==> config.mk <==
export PLATFORM = sky130hd
export DESIGN_NAME = nfc_host
export DESIGN_NICKNAME = d
export VERILOG_FILES = /design/src/pkg/nfc_pkg.sv /design/src/hdl/nfc_host.sv
export SDC_FILE = /design/constraint.sdc
export NUM_CORES = 1
export LEC_CHECK = 0
export BUFFER_PORTS_ARGS = -buffer_cell sky130_fd_sc_hd__buf_2
export CORE_UTILIZATION = 55
export DETAILED_ROUTE_END_ITERATION = 6
export PLACE_DENSITY = 0.83
export SYNTH_ARGS = -nofsm -noshare
export SYNTH_HDL_FRONTEND = slang
export SYNTH_SLANG_ARGS = --single-unit
export TNS_END_PERCENT = 100
==> constraint.sdc <==
create_clock -name core_clk -period 4.05 [get_ports core_clk]
set_input_delay 0.405 -clock core_clk [delete_from_list [all_inputs] [get_ports core_clk]]
set_output_delay 0.405 -clock core_clk [all_outputs]
set_load 0.05 [all_outputs]
==> src/pkg/nfc_pkg.sv <==
// ==========================================================
// Host-side constants for the byte-wide flash link
package nfc_pkg;
	// ==========================================================
	// Clock and conversion
	localparam int CLK_MHZ = 200; // Core clock rate
	localparam int NS_PER_US = 1000;
	localparam int SYNC_STAGES = 2; // Pin synchroniser depth
	// Pin timing in ns, least values except T_REA_NS, a longest value
	localparam int T_CS_NS = 20;
	localparam int T_WP_NS = 12;
	localparam int T_WH_NS = 10;
	localparam int T_REA_NS = 20; // Longest access, waited out in full
	localparam int T_REH_NS = 10;
	localparam int T_WB_NS = 100;
	localparam int T_WHR_NS = 60;
	localparam int T_RHW_NS = 30;
	localparam int T_RR_NS = 20;
	// Cycle counts, rounded up
	localparam logic [7:0] WR_SET = 8'(((T_CS_NS - T_WP_NS) * CLK_MHZ + NS_PER_US - 1) / NS_PER_US);
	localparam logic [7:0] WR_LO = 8'((T_WP_NS * CLK_MHZ + NS_PER_US - 1) / NS_PER_US);
	localparam logic [7:0] WR_HI = 8'((T_WH_NS * CLK_MHZ + NS_PER_US - 1) / NS_PER_US);
	localparam logic [7:0] WR_END = WR_SET + WR_LO + WR_HI;
	localparam logic [7:0] RD_LO = 8'((T_REA_NS * CLK_MHZ + NS_PER_US - 1) / NS_PER_US + SYNC_STAGES);
	localparam logic [7:0] RD_HI = 8'((T_REH_NS * CLK_MHZ + NS_PER_US - 1) / NS_PER_US);
	localparam logic [7:0] RD_END = RD_LO + RD_HI;
	localparam logic [7:0] GAP_WB = 8'((T_WB_NS * CLK_MHZ + NS_PER_US - 1) / NS_PER_US);
	localparam logic [7:0] GAP_WHR = 8'((T_WHR_NS * CLK_MHZ + NS_PER_US - 1) / NS_PER_US);
	localparam logic [7:0] GAP_RHW = 8'((T_RHW_NS * CLK_MHZ + NS_PER_US - 1) / NS_PER_US);
	localparam logic [7:0] GAP_RR = 8'((T_RR_NS * CLK_MHZ + NS_PER_US - 1) / NS_PER_US);
	// ==========================================================
	// Busy limits in us and their cycle counts
	localparam int T_R_US = 25; // Array read
	localparam int T_DCR1_US = 25; // Cache read busy
	localparam int T_PROG_US = 700; // Page program
	localparam int T_DCW2_US = 700; // Cache program busy
	localparam int T_RST_RDY_US = 5; // Reset from ready
	localparam int T_RST_MAX_US = 500; // Reset from erase, worst case
	localparam int T_R_CYC = T_R_US * CLK_MHZ;
	localparam int T_DCR1_CYC = T_DCR1_US * CLK_MHZ;
	localparam int T_PROG_CYC = T_PROG_US * CLK_MHZ;
	localparam int T_DCW2_CYC = T_DCW2_US * CLK_MHZ;
	localparam int T_RST_RDY_CYC = T_RST_RDY_US * CLK_MHZ;
	localparam int T_RST_MAX_CYC = T_RST_MAX_US * CLK_MHZ;
	localparam int TMR_W = 18; // Holds the largest busy count
	// ==========================================================
	// Command bytes, addressing, status
	localparam logic [7:0] CMD_READ1 = 8'h00;
	localparam logic [7:0] CMD_READ2 = 8'h30;
	localparam logic [7:0] CMD_CREAD = 8'h31;
	localparam logic [7:0] CMD_CLAST = 8'h3f;
	localparam logic [7:0] CMD_PROG1 = 8'h80;
	localparam logic [7:0] CMD_PROG2 = 8'h10;
	localparam logic [7:0] CMD_CPROG2 = 8'h15;
	localparam logic [7:0] CMD_STATUS = 8'h70;
	localparam logic [7:0] CMD_RESET = 8'hff;
	localparam logic [2:0] ADDR_LAST = 3'h4; // Five address bytes, index 0..4
	localparam int ROW_LSB = 16; // Row bytes start at third byte
	localparam logic [2:0] PPC_MAX = 3'h4; // Partial programs per page
	localparam int STAT_RDY_BIT = 5; // Ready bit on pin I/O6
	// ==========================================================
	// Operations and states
	typedef enum logic [2:0] {
		OP_READ = 3'h0,
		OP_CREAD = 3'h1,
		OP_CLAST = 3'h2,
		OP_PROG = 3'h3,
		OP_CPROG = 3'h4,
		OP_CEND = 3'h5,
		OP_RESET = 3'h6
	} nfc_op_t;
	typedef enum logic [3:0] {
		S_IDLE = 4'h0,
		S_CMD1 = 4'h1,
		S_ADDR = 4'h2,
		S_WDAT = 4'h3,
		S_CMD2 = 4'h4,
		S_GAP = 4'h5,
		S_BUSY = 4'h6,
		S_RDAT = 4'h7,
		S_STAT = 4'h8,
		S_RSTC = 4'h9,
		S_DONE = 4'ha
	} nfc_state_t;
endpackage

==> src/hdl/nfc_host.sv <==
`timescale 1ns/1ps

// ==========================================================
// Write data buffer
module nfc_fifo import nfc_pkg::*; #(
	parameter int WIDTH = 8,
	parameter int DEPTH = 32
) (
	// Clock and reset
	input wire logic clk,
	input wire logic rst_n,
	// Filling side
	input wire logic in_valid,
	output logic in_ready,
	input wire logic [WIDTH-1:0] in_data,
	// Draining side
	output logic out_valid,
	input wire logic out_ready,
	output logic [WIDTH-1:0] out_data
);
	localparam int AW = $clog2(DEPTH);
	logic [WIDTH-1:0] mem [DEPTH]; // Storage
	logic [AW-1:0] wp_q, wp_d, rp_q, rp_d; // Pointers
	logic [AW:0] cnt_q, cnt_d; // Fill level
	logic rdy_q, rdy_d; // Registered not-full
	logic push, pop;

	// Next pointers and level
	always_comb begin
		push = in_valid && rdy_q;
		pop = out_valid && out_ready;
		wp_d = push ? wp_q + 1'b1 : wp_q;
		rp_d = pop ? rp_q + 1'b1 : rp_q;
		cnt_d = cnt_q + (AW+1)'(push) - (AW+1)'(pop);
		rdy_d = cnt_d < (AW+1)'(DEPTH);
	end

	// Register state; memory written on push
	always_ff @(posedge clk or negedge rst_n) begin
		if (!rst_n) begin
			wp_q <= '0;
			rp_q <= '0;
			cnt_q <= '0;
			rdy_q <= 1'b0;
		end else begin
			wp_q <= wp_d;
			rp_q <= rp_d;
			cnt_q <= cnt_d;
			rdy_q <= rdy_d;
		end
	end
	always_ff @(posedge clk) begin
		if (push) begin
			mem[wp_q] <= in_data;
		end
	end

	assign in_ready = rdy_q;
	assign out_valid = cnt_q != '0;
	assign out_data = mem[rp_q];
endmodule

// ==========================================================
// Host sequencer driving the flash pins
module nfc_host import nfc_pkg::*; #(
	parameter int LEN_W = 13,
	parameter int FIFO_DEPTH = 32,
	parameter int T_R_LIM = T_R_CYC,
	parameter int T_DCR1_LIM = T_DCR1_CYC,
	parameter int T_PROG_LIM = T_PROG_CYC,
	parameter int T_DCW2_LIM = T_DCW2_CYC,
	parameter int T_RST_MAX_LIM = T_RST_MAX_CYC
) (
	// Clock and reset
	input wire logic core_clk,
	input wire logic rst_n,
	// Command request
	input wire logic cmd_valid,
	output logic cmd_ready,
	input wire logic [2:0] cmd_op,
	input wire logic [39:0] cmd_addr,
	input wire logic [LEN_W-1:0] cmd_len,
	// Write data stream
	input wire logic wr_valid,
	output logic wr_ready,
	input wire logic [7:0] wr_data,
	// Read data and completion
	output logic rd_valid,
	output logic [7:0] rd_data,
	output logic done,
	output logic err,
	output logic timeout,
	// Flash pins
	output logic nand_ce_n,
	output logic nand_cle,
	output logic nand_ale,
	output logic nand_we_n,
	output logic read_strobe_n,
	output logic nand_wp_n,
	output logic [7:0] nand_io_out,
	output logic nand_io_oe,
	input wire logic [7:0] nand_io_in,
	input wire logic ready_busy_n
);
	// ==========================================================
	// State
	nfc_state_t st_q, st_d, ret_q, ret_d; // Main and post-gap state
	nfc_op_t op_q, op_d, op_in; // Operation in flight
	logic [7:0] cyc_q, cyc_d, gap_q, gap_d; // Pin cycle and gap counters
	logic [TMR_W-1:0] tmr_q, tmr_d, lim_q, lim_d; // Busy timer and limit
	logic [39:0] addr_q, addr_d;
	logic [2:0] aidx_q, aidx_d, ppc_q, ppc_d; // Address index, partial count
	logic [LEN_W-1:0] len_q, len_d, cnt_q, cnt_d;
	logic [23:0] row_q, row_d; // Last programmed row
	logic copen_q, copen_d, sok_q, sok_d, ferr_q, ferr_d, ftmo_q, ftmo_d;
	logic ce_n_q, ce_n_d, cle_q, cle_d, ale_q, ale_d, we_n_q, we_n_d, rds_n_q, rds_n_d;
	logic wp_n_q, wp_n_d; // Write protect, held low until the first edge after reset
	logic oe_q, oe_d, rdy_q, rdy_d, rdv_q, rdv_d, done_q, done_d;
	logic err_q, err_d, tmo_q, tmo_d;
	logic [7:0] io_q, io_d, rdd_q, rdd_d;
	logic rb_s1_q, rb_s2_q; // Busy pin synchroniser
	logic [7:0] io_s1_q, io_s2_q; // Data pin synchroniser
	logic f_valid, f_pop;
	logic [7:0] f_data;
	logic acc, bad, same, wr_st, rd_st, wr_last, rd_last, is_prog;

	nfc_fifo #(.WIDTH(8), .DEPTH(FIFO_DEPTH)) u_fifo (
		.clk(core_clk),
		.rst_n(rst_n),
		.in_valid(wr_valid),
		.in_ready(wr_ready),
		.in_data(wr_data),
		.out_valid(f_valid),
		.out_ready(f_pop),
		.out_data(f_data)
	);

	// ==========================================================
	// Sequencer next state
	always_comb begin
		st_d = st_q;
		ret_d = ret_q;
		op_d = op_q;
		cyc_d = cyc_q;
		gap_d = gap_q;
		tmr_d = tmr_q;
		lim_d = lim_q;
		addr_d = addr_q;
		aidx_d = aidx_q;
		ppc_d = ppc_q;
		len_d = len_q;
		cnt_d = cnt_q;
		row_d = row_q;
		copen_d = copen_q;
		sok_d = sok_q;
		ferr_d = ferr_q;
		ftmo_d = ftmo_q;
		io_d = io_q;
		rdd_d = rdd_q;
		rdv_d = 1'b0;
		f_pop = 1'b0;
		rdy_d = 1'b0;
		op_in = nfc_op_t'(cmd_op);
		acc = cmd_valid && rdy_q;
		is_prog = op_in == OP_PROG || op_in == OP_CPROG;
		same = cmd_addr[39:ROW_LSB] == row_q && ppc_q != 3'h0;
		// Illegal code, open cache program blocks other ops, page used up
		bad = cmd_op == 3'h7 || (copen_q && !is_prog && op_in != OP_CEND)
			|| (is_prog && same && ppc_q == PPC_MAX);
		wr_st = st_q inside {S_CMD1, S_ADDR, S_WDAT, S_CMD2, S_RSTC};
		rd_st = st_q inside {S_RDAT, S_STAT};
		wr_last = wr_st && cyc_q == WR_END - 8'h01;
		rd_last = rd_st && cyc_q == RD_END - 8'h01;
		// Pin cycle counter; data phase stalls while the buffer is empty
		if (wr_last || rd_last || !(wr_st || rd_st)) begin
			cyc_d = 8'h00;
		end else if (st_q == S_WDAT && cyc_q == 8'h00 && !f_valid) begin
			cyc_d = 8'h00;
		end else begin
			cyc_d = cyc_q + 8'h01;
		end
		// Byte placed on the port at the start of each write cycle
		if (wr_st && cyc_q == 8'h00) begin
			unique case (st_q)
				S_CMD1: begin
					unique case (op_q)
						OP_READ: io_d = CMD_READ1;
						OP_CREAD: io_d = CMD_CREAD;
						OP_CLAST: io_d = CMD_CLAST;
						OP_CEND: io_d = CMD_STATUS;
						OP_RESET: io_d = CMD_RESET;
						default: io_d = CMD_PROG1;
					endcase
				end
				S_ADDR: io_d = addr_q[{aidx_q, 3'b000} +: 8];
				S_WDAT: begin
					f_pop = f_valid;
					io_d = f_valid ? f_data : io_q;
				end
				S_CMD2: io_d = op_q == OP_READ ? CMD_READ2 : (op_q == OP_PROG ? CMD_PROG2 : CMD_CPROG2);
				default: io_d = CMD_RESET;
			endcase
		end
		unique case (st_q)
			// Accept or refuse a request
			S_IDLE: begin
				rdy_d = !acc;
				if (acc) begin
					op_d = op_in;
					addr_d = cmd_addr;
					len_d = cmd_len;
					cnt_d = '0;
					aidx_d = 3'h0;
					tmr_d = '0;
					sok_d = 1'b0;
					ferr_d = bad;
					ftmo_d = 1'b0;
					st_d = bad ? S_DONE : S_CMD1;
					unique case (op_in)
						OP_READ: lim_d = TMR_W'(T_R_LIM);
						OP_CREAD, OP_CLAST: lim_d = TMR_W'(T_DCR1_LIM);
						OP_PROG: lim_d = TMR_W'(T_PROG_LIM);
						OP_RESET: lim_d = TMR_W'(T_RST_MAX_LIM);
						default: lim_d = TMR_W'(T_DCW2_LIM);
					endcase
					if (is_prog && !bad) begin
						ppc_d = same ? ppc_q + 3'h1 : 3'h1;
						row_d = cmd_addr[39:ROW_LSB];
					end
				end
			end
			S_CMD1: begin
				if (wr_last) begin
					if (op_q inside {OP_READ, OP_PROG, OP_CPROG}) begin
						st_d = S_ADDR;
					end else begin
						st_d = S_GAP;
						gap_d = op_q == OP_CEND ? GAP_WHR : GAP_WB;
						ret_d = op_q == OP_CEND ? S_STAT : S_BUSY;
					end
				end
			end
			// Five address bytes, column first then row
			S_ADDR: begin
				if (wr_last) begin
					aidx_d = aidx_q + 3'h1;
					if (aidx_q == ADDR_LAST) begin
						st_d = (op_q != OP_READ && len_q != '0) ? S_WDAT : S_CMD2;
					end
				end
			end
			S_WDAT: begin
				if (wr_last) begin
					cnt_d = cnt_q + 1'b1;
					if (cnt_d == len_q) begin
						st_d = S_CMD2;
					end
				end
			end
			S_CMD2, S_RSTC: begin
				if (wr_last) begin
					st_d = S_GAP;
					gap_d = GAP_WB;
					ret_d = S_BUSY;
				end
			end
			S_GAP: begin
				gap_d = gap_q - 8'h01;
				if (gap_q == 8'h01) begin
					st_d = ret_q;
				end
			end
			// Wait for ready with a bound per operation
			S_BUSY: begin
				tmr_d = tmr_q + 1'b1;
				if (rb_s2_q) begin
					if (op_q inside {OP_READ, OP_CREAD, OP_CLAST} && len_q != '0) begin
						st_d = S_GAP;
						gap_d = GAP_RR;
						ret_d = S_RDAT;
					end else begin
						st_d = S_DONE;
					end
				end else if (tmr_q >= lim_q) begin
					ferr_d = 1'b1;
					ftmo_d = 1'b1;
					st_d = S_DONE;
				end
			end
			S_RDAT: begin
				if (rd_last) begin
					rdv_d = 1'b1;
					rdd_d = io_s2_q;
					cnt_d = cnt_q + 1'b1;
					if (cnt_d == len_q) begin
						st_d = S_DONE;
					end
				end
			end
			// Poll status until the earlier program is finished
			S_STAT: begin
				tmr_d = tmr_q + 1'b1;
				if (rd_last && io_s2_q[STAT_RDY_BIT]) begin
					sok_d = 1'b1;
					tmr_d = '0;
					lim_d = TMR_W'(T_RST_RDY_CYC);
					st_d = S_GAP;
					gap_d = GAP_RHW;
					ret_d = S_RSTC;
				end else if (tmr_q >= lim_q) begin
					ferr_d = 1'b1;
					ftmo_d = 1'b1;
					st_d = S_DONE;
				end
			end
			S_DONE: begin
				rdy_d = 1'b1;
				st_d = S_IDLE;
				if (!ferr_q) begin
					copen_d = op_q == OP_CPROG ? 1'b1 : (op_q inside {OP_PROG, OP_CEND, OP_RESET} ? 1'b0 : copen_q);
				end
			end
		endcase
		// Pin levels follow the registered state one cycle later
		we_n_d = !(wr_st && cyc_q >= WR_SET && cyc_q < WR_SET + WR_LO);
		rds_n_d = !(rd_st && cyc_q < RD_LO);
		wp_n_d = 1'b1;
		cle_d = st_q inside {S_CMD1, S_CMD2, S_RSTC};
		ale_d = st_q == S_ADDR;
		oe_d = wr_st;
		ce_n_d = st_q == S_IDLE;
		done_d = st_q == S_DONE;
		err_d = st_q == S_DONE ? ferr_q : err_q;
		tmo_d = st_q == S_DONE ? ftmo_q : tmo_q;
	end

	// ==========================================================
	// Registers and pin synchronisers
	always_ff @(posedge core_clk or negedge rst_n) begin
		if (!rst_n) begin
			st_q <= S_IDLE;
			ret_q <= S_IDLE;
			op_q <= OP_READ;
			{cyc_q, gap_q, io_q, rdd_q, io_s1_q, io_s2_q} <= '0;
			{tmr_q, lim_q, addr_q, aidx_q, ppc_q, len_q, cnt_q, row_q} <= '0;
			{copen_q, sok_q, ferr_q, ftmo_q, cle_q, ale_q, oe_q, rdy_q} <= '0;
			{rdv_q, done_q, err_q, tmo_q, rb_s1_q, rb_s2_q} <= '0;
			{ce_n_q, we_n_q, rds_n_q} <= 3'b111;
			wp_n_q <= 1'b0;
		end else begin
			st_q <= st_d;
			ret_q <= ret_d;
			op_q <= op_d;
			{cyc_q, gap_q, io_q, rdd_q} <= {cyc_d, gap_d, io_d, rdd_d};
			{tmr_q, lim_q, addr_q, aidx_q, ppc_q} <= {tmr_d, lim_d, addr_d, aidx_d, ppc_d};
			{len_q, cnt_q, row_q} <= {len_d, cnt_d, row_d};
			{copen_q, sok_q, ferr_q, ftmo_q} <= {copen_d, sok_d, ferr_d, ftmo_d};
			{ce_n_q, cle_q, ale_q, we_n_q, rds_n_q, oe_q} <= {ce_n_d, cle_d, ale_d, we_n_d, rds_n_d, oe_d};
			wp_n_q <= wp_n_d;
			{rdy_q, rdv_q, done_q, err_q, tmo_q} <= {rdy_d, rdv_d, done_d, err_d, tmo_d};
			// Second stages are the only readers of the first
			{rb_s1_q, rb_s2_q} <= {ready_busy_n, rb_s1_q};
			{io_s1_q, io_s2_q} <= {nand_io_in, io_s1_q};
		end
	end

	assign cmd_ready = rdy_q;
	assign rd_valid = rdv_q;
	assign rd_data = rdd_q;
	assign done = done_q;
	assign err = err_q;
	assign timeout = tmo_q;
	assign nand_ce_n = ce_n_q;
	assign nand_cle = cle_q;
	assign nand_ale = ale_q;
	assign nand_we_n = we_n_q;
	assign read_strobe_n = rds_n_q;
	assign nand_wp_n = wp_n_q; // Registered: reset pulls the pin low at once, release waits for a clock edge
	assign nand_io_out = io_q;
	assign nand_io_oe = oe_q;

	// ==========================================================
	// Checks
	logic [2:0] ale_cnt_q; // Address strobes since last command
	always_ff @(posedge core_clk or negedge rst_n) begin
		if (!rst_n) begin
			ale_cnt_q <= 3'h0;
		end else if (cle_q) begin
			ale_cnt_q <= 3'h0;
		end else if (ale_q && !we_n_d && we_n_q) begin
			ale_cnt_q <= ale_cnt_q + 3'h1;
		end
	end
endmodule

==> impl_metrics.toml <==
[run_status]
status = "finished, final reports clean"

[timing]
tightestPinTransition_ns = 0.961
grt_setup_unrepaired = "false"
min_period_ns = 3.55
post-route-period-util_pct = 87.5
hold_violations = 0
relSlewSlack_pct = 35.9
finalSetupViolations = 0
clock.fmax_mhz = 282
finalSetupTns_ns = 0
skew_ns = 0.0308
drv_slew = 0

[pwr]
clkPwrFrac_pct = 45.9
p_seq_share_pct = 52.4
power_mw = 9.65
p_sw_share_pct = 19.9
cellPowerDensity_nw_per_um2 = 414
p_int_mw = 7.73
total_leakage_power_nw = 9.40
power_frac_comb_pct = 1.7
ir_worst_vdd_mv = 0.682
switchingPower_mw = 1.92

[cts]
cts_resized = 0
clkLatencyLatePin_ns = 0.58
root_buffer = "clkbuf_16"
cts_made_buffers = 46
clk_pin_slew_ns = 0.06
htreeDepth = 2
cts.sinks = 469
cts_buffer_depth = 3
cts_tree = "yes"

[placement]
place_area_um2 = 21700
gp_congestion = 0.943
portBuffers = 105
dp_hpwl_mm = 30.4

[critical_path]
arrival_ns = 3.99
path_cells = "or4_4 -> or2_4 -> nor3b_2 -> inv_1 -> nor3_4 -> ha_1 -> inv_1 -> ha_1 -> a21o_1 -> a21oi_1 -> o21bai_1 -> a21oi_1 -> xnor2_1 -> inv_1"
crit_path_top_delay_cell = "or4_4"
startpoint_type = "flop"
reg2reg_depth = 14
critPathRequiredTime_ns = 4.49
cp_common_cell = "inv_1"
cp_slowest_stage_delay_ns = 0.59
critPathMaxFanout = 6
worstSetupPathType = "reg2reg"
end_kind = "flop"

[global_route]
track_usage_pct = 24.7
grt_pass1_wl_mm = 72.7
antenna_found_initial = 1
grt_pass1_vias = 13100
grt-ovfl-total = 0
grt_max_degree = 124

[logic_synthesis]
yosysSeqAreaShare_pct = 63.1
synth_top_area_share_pct = 37.2
synth.most_common_cell = "edfxtp_1"
yosysUniqueCellTypes = 85
synth.cell_area_um2 = 20600
yosysWarnings = 0
syn_nets = 1642
syn_area_per_cell_um2 = 13.5
synth_area_leaders = "edfxtp_1, dfrtp_1, mux4_2"
synth_cells = 1526
dominantRegCellSynth = "edfxtp_1"
synth-edff-count = 256
synth_common_cells = "edfxtp_1, nand2_1, dfrtp_1"
synth-seq-cells = 469
async_reset_ff_share_pct = 45.4
yosysTopAreaCell = "edfxtp_1"

[layout]
diodes = 0
layout.nets = 1756
area_growth_pct = 13.0
fillers = 2585
final_area_um2 = 23300
final_core_util_pct = 63.4
drive_gt1_share_pct = 20.5

[die]
core_area_um2 = 36800
start_util_pct = 56.1
pin_count = 106
die_area_um2 = 38300
placementRows = 70
die_h_um = 196
fp.dieW_um = 196

[drt]
antenna_left = 0
drt_wl_total_mm = 46.3
drcViolationCount = 0
wl_per_cell_um = 21.6
vias = 13000
dr.first_iter.drc_count = 1291
drtPass1Iterations = 7
via_per_inst = 6.08

[job]
cap_violations = 0

[hold_path]
hold_depth = 3
hp-class = "in2reg"
## stage by stage
stage / hold WS (ns) / setup slack (ns) / instances
global route: 0.0281 / 0.243 / 2144
floorplan: 0.109 / 0.779 / 1526
finish: 0.0319 / 0.505 / 2144
CTS: 0.0190 / 0.503 / 2144
global placement: 0.331 / 0.589 / 2050
detailed placement: 0.335 / 0.519 / 2050
## critical path: cells and delay by family, from the launching register on
kind | cells | cell delay [ns]
fa+ha+maj | 2 | 0.51
simple gates | 4 | 1.45
compound gates | 4 | 0.64
buf+inv | 3 | 0.24
flops | 1 | 0.44
xor+xnor | 1 | 0.16
## sequential cells by signal (all words and copies together), names as in the netlist, 6 cells and up
signal	flops
gap_q	8
row_q	24
io_s2_q	8
len_q	13
cnt_q	13
lim_q	7
u_fifo.mem	256
cyc_q	8
rd_data	8
tmr_q	18
u_fifo.cnt_q	6
io_s1_q	8
nand_io_out	8
addr_q	40
## repair_timing
item / 4_1_cts / 5_1_grt
endpoints found under the hold margin: 28 / 0
buffers inserted: 0 / 0
hold buffers: 10 / 0
## layout by cell type (no fill, tap or decap), types with 5 or more instances in the layout
cell           count
nand2_1          250
clkbuf_1          11
edfxtp_1         256
o211ai_1           5
clkinv_1           6
mux2i_1           10
and3_1             7
nor4_1             7
o31ai_1           12
nand4_1           19
xor2_1            18
and2_1             6
o21ai_0           51
or2_2              5
inv_1             49
nand3b_1           6
bufinv_16          6
buf_2            104
clkbuf_8           8
or3_1              7
dlygate4sd3_1     10
mux2_2            36
nand3_1           28
a21oi_1           32
o21ai_1            6
mux4_2            88
clkbuf_16         46
nor3_1            20
nand2b_1          10
dfrtp_1          208
ha_1              38
xnor2_1           56
a22oi_1           10
buf_4             12
nor2b_1            6
nor2_1           120
## kinds of logic after synthesis
kind of cell	synth area share (%)
other	0.0182
adder cells (fa/ha/maj)	2.40
AO/OA/AOI/OAI	5.49
XOR/XNOR	3.14
AND/OR/NAND/NOR	11.5
flip-flops	63.1
multiplexers	12.1
buffers and inverters	2.24
## path summary, 6_finish.rpt
kind,startpoint,end,slack (ns)
setup / recovery,cyc_q[3]$_DFF_PN0_,u_fifo.cnt_q[5]$_DFF_PN0_,0.50
setup reg to reg,cyc_q[3]$_DFF_PN0_,u_fifo.cnt_q[5]$_DFF_PN0_,0.50
max in group asynchronous,rst_n,ret_q[2]$_DFFE_PN0P_,2.48
hold reg to reg,io_s1_q[2]$_DFF_PN0_,io_s2_q[2]$_DFF_PN0_,0.35
hold / removal,cmd_len[1],len_q[1]$_DFFE_PN0P_,0.03
min in group asynchronous,rst_n,tmr_q[14]$_DFFE_PN0P_,0.51
## power by group through the flow
| stage | registers [mW] | clock network, mW | logic (mW) |
|---|---|---|---|
| detailed placement | 5.15 | 0 | 0.158 |
| global route | 5.05 | 4.65 | 0.184 |
| CTS | 5.05 | 4.49 | 0.169 |
| finish | 5.06 | 4.43 | 0.166 |
| global placement | 5.15 | 0 | 0.151 |
| floorplan | 5.15 | 0 | 0.0169 |
## area by class of cell
cell class	instances	area (um^2)	area share [%]
well taps	468	586	2.51
clock buffers	65	1300	5.58
repair buffers	130	786	3.37
multi-input cells	943	7170	30.7
clock inverters	19	274	1.17
inverters	50	188	0.805
flip-flops and latches	469	13000	55.8
## per-layer routing
layer / GRT usage (%) / part of all wire [%] / up-vias / wire length, um
li1: - / - / 5800 / -
met3: 4.19 / 7.0 / 137 / 3240
met5: 0 / 0.028 / - / 13
met4: 10.0 / 4.1 / 2 / 1900
met2: 41.9 / 51 / 581 / 23400
met1: 32.0 / 38 / 6515 / 17700
Power figures use the tool's default switching activity.
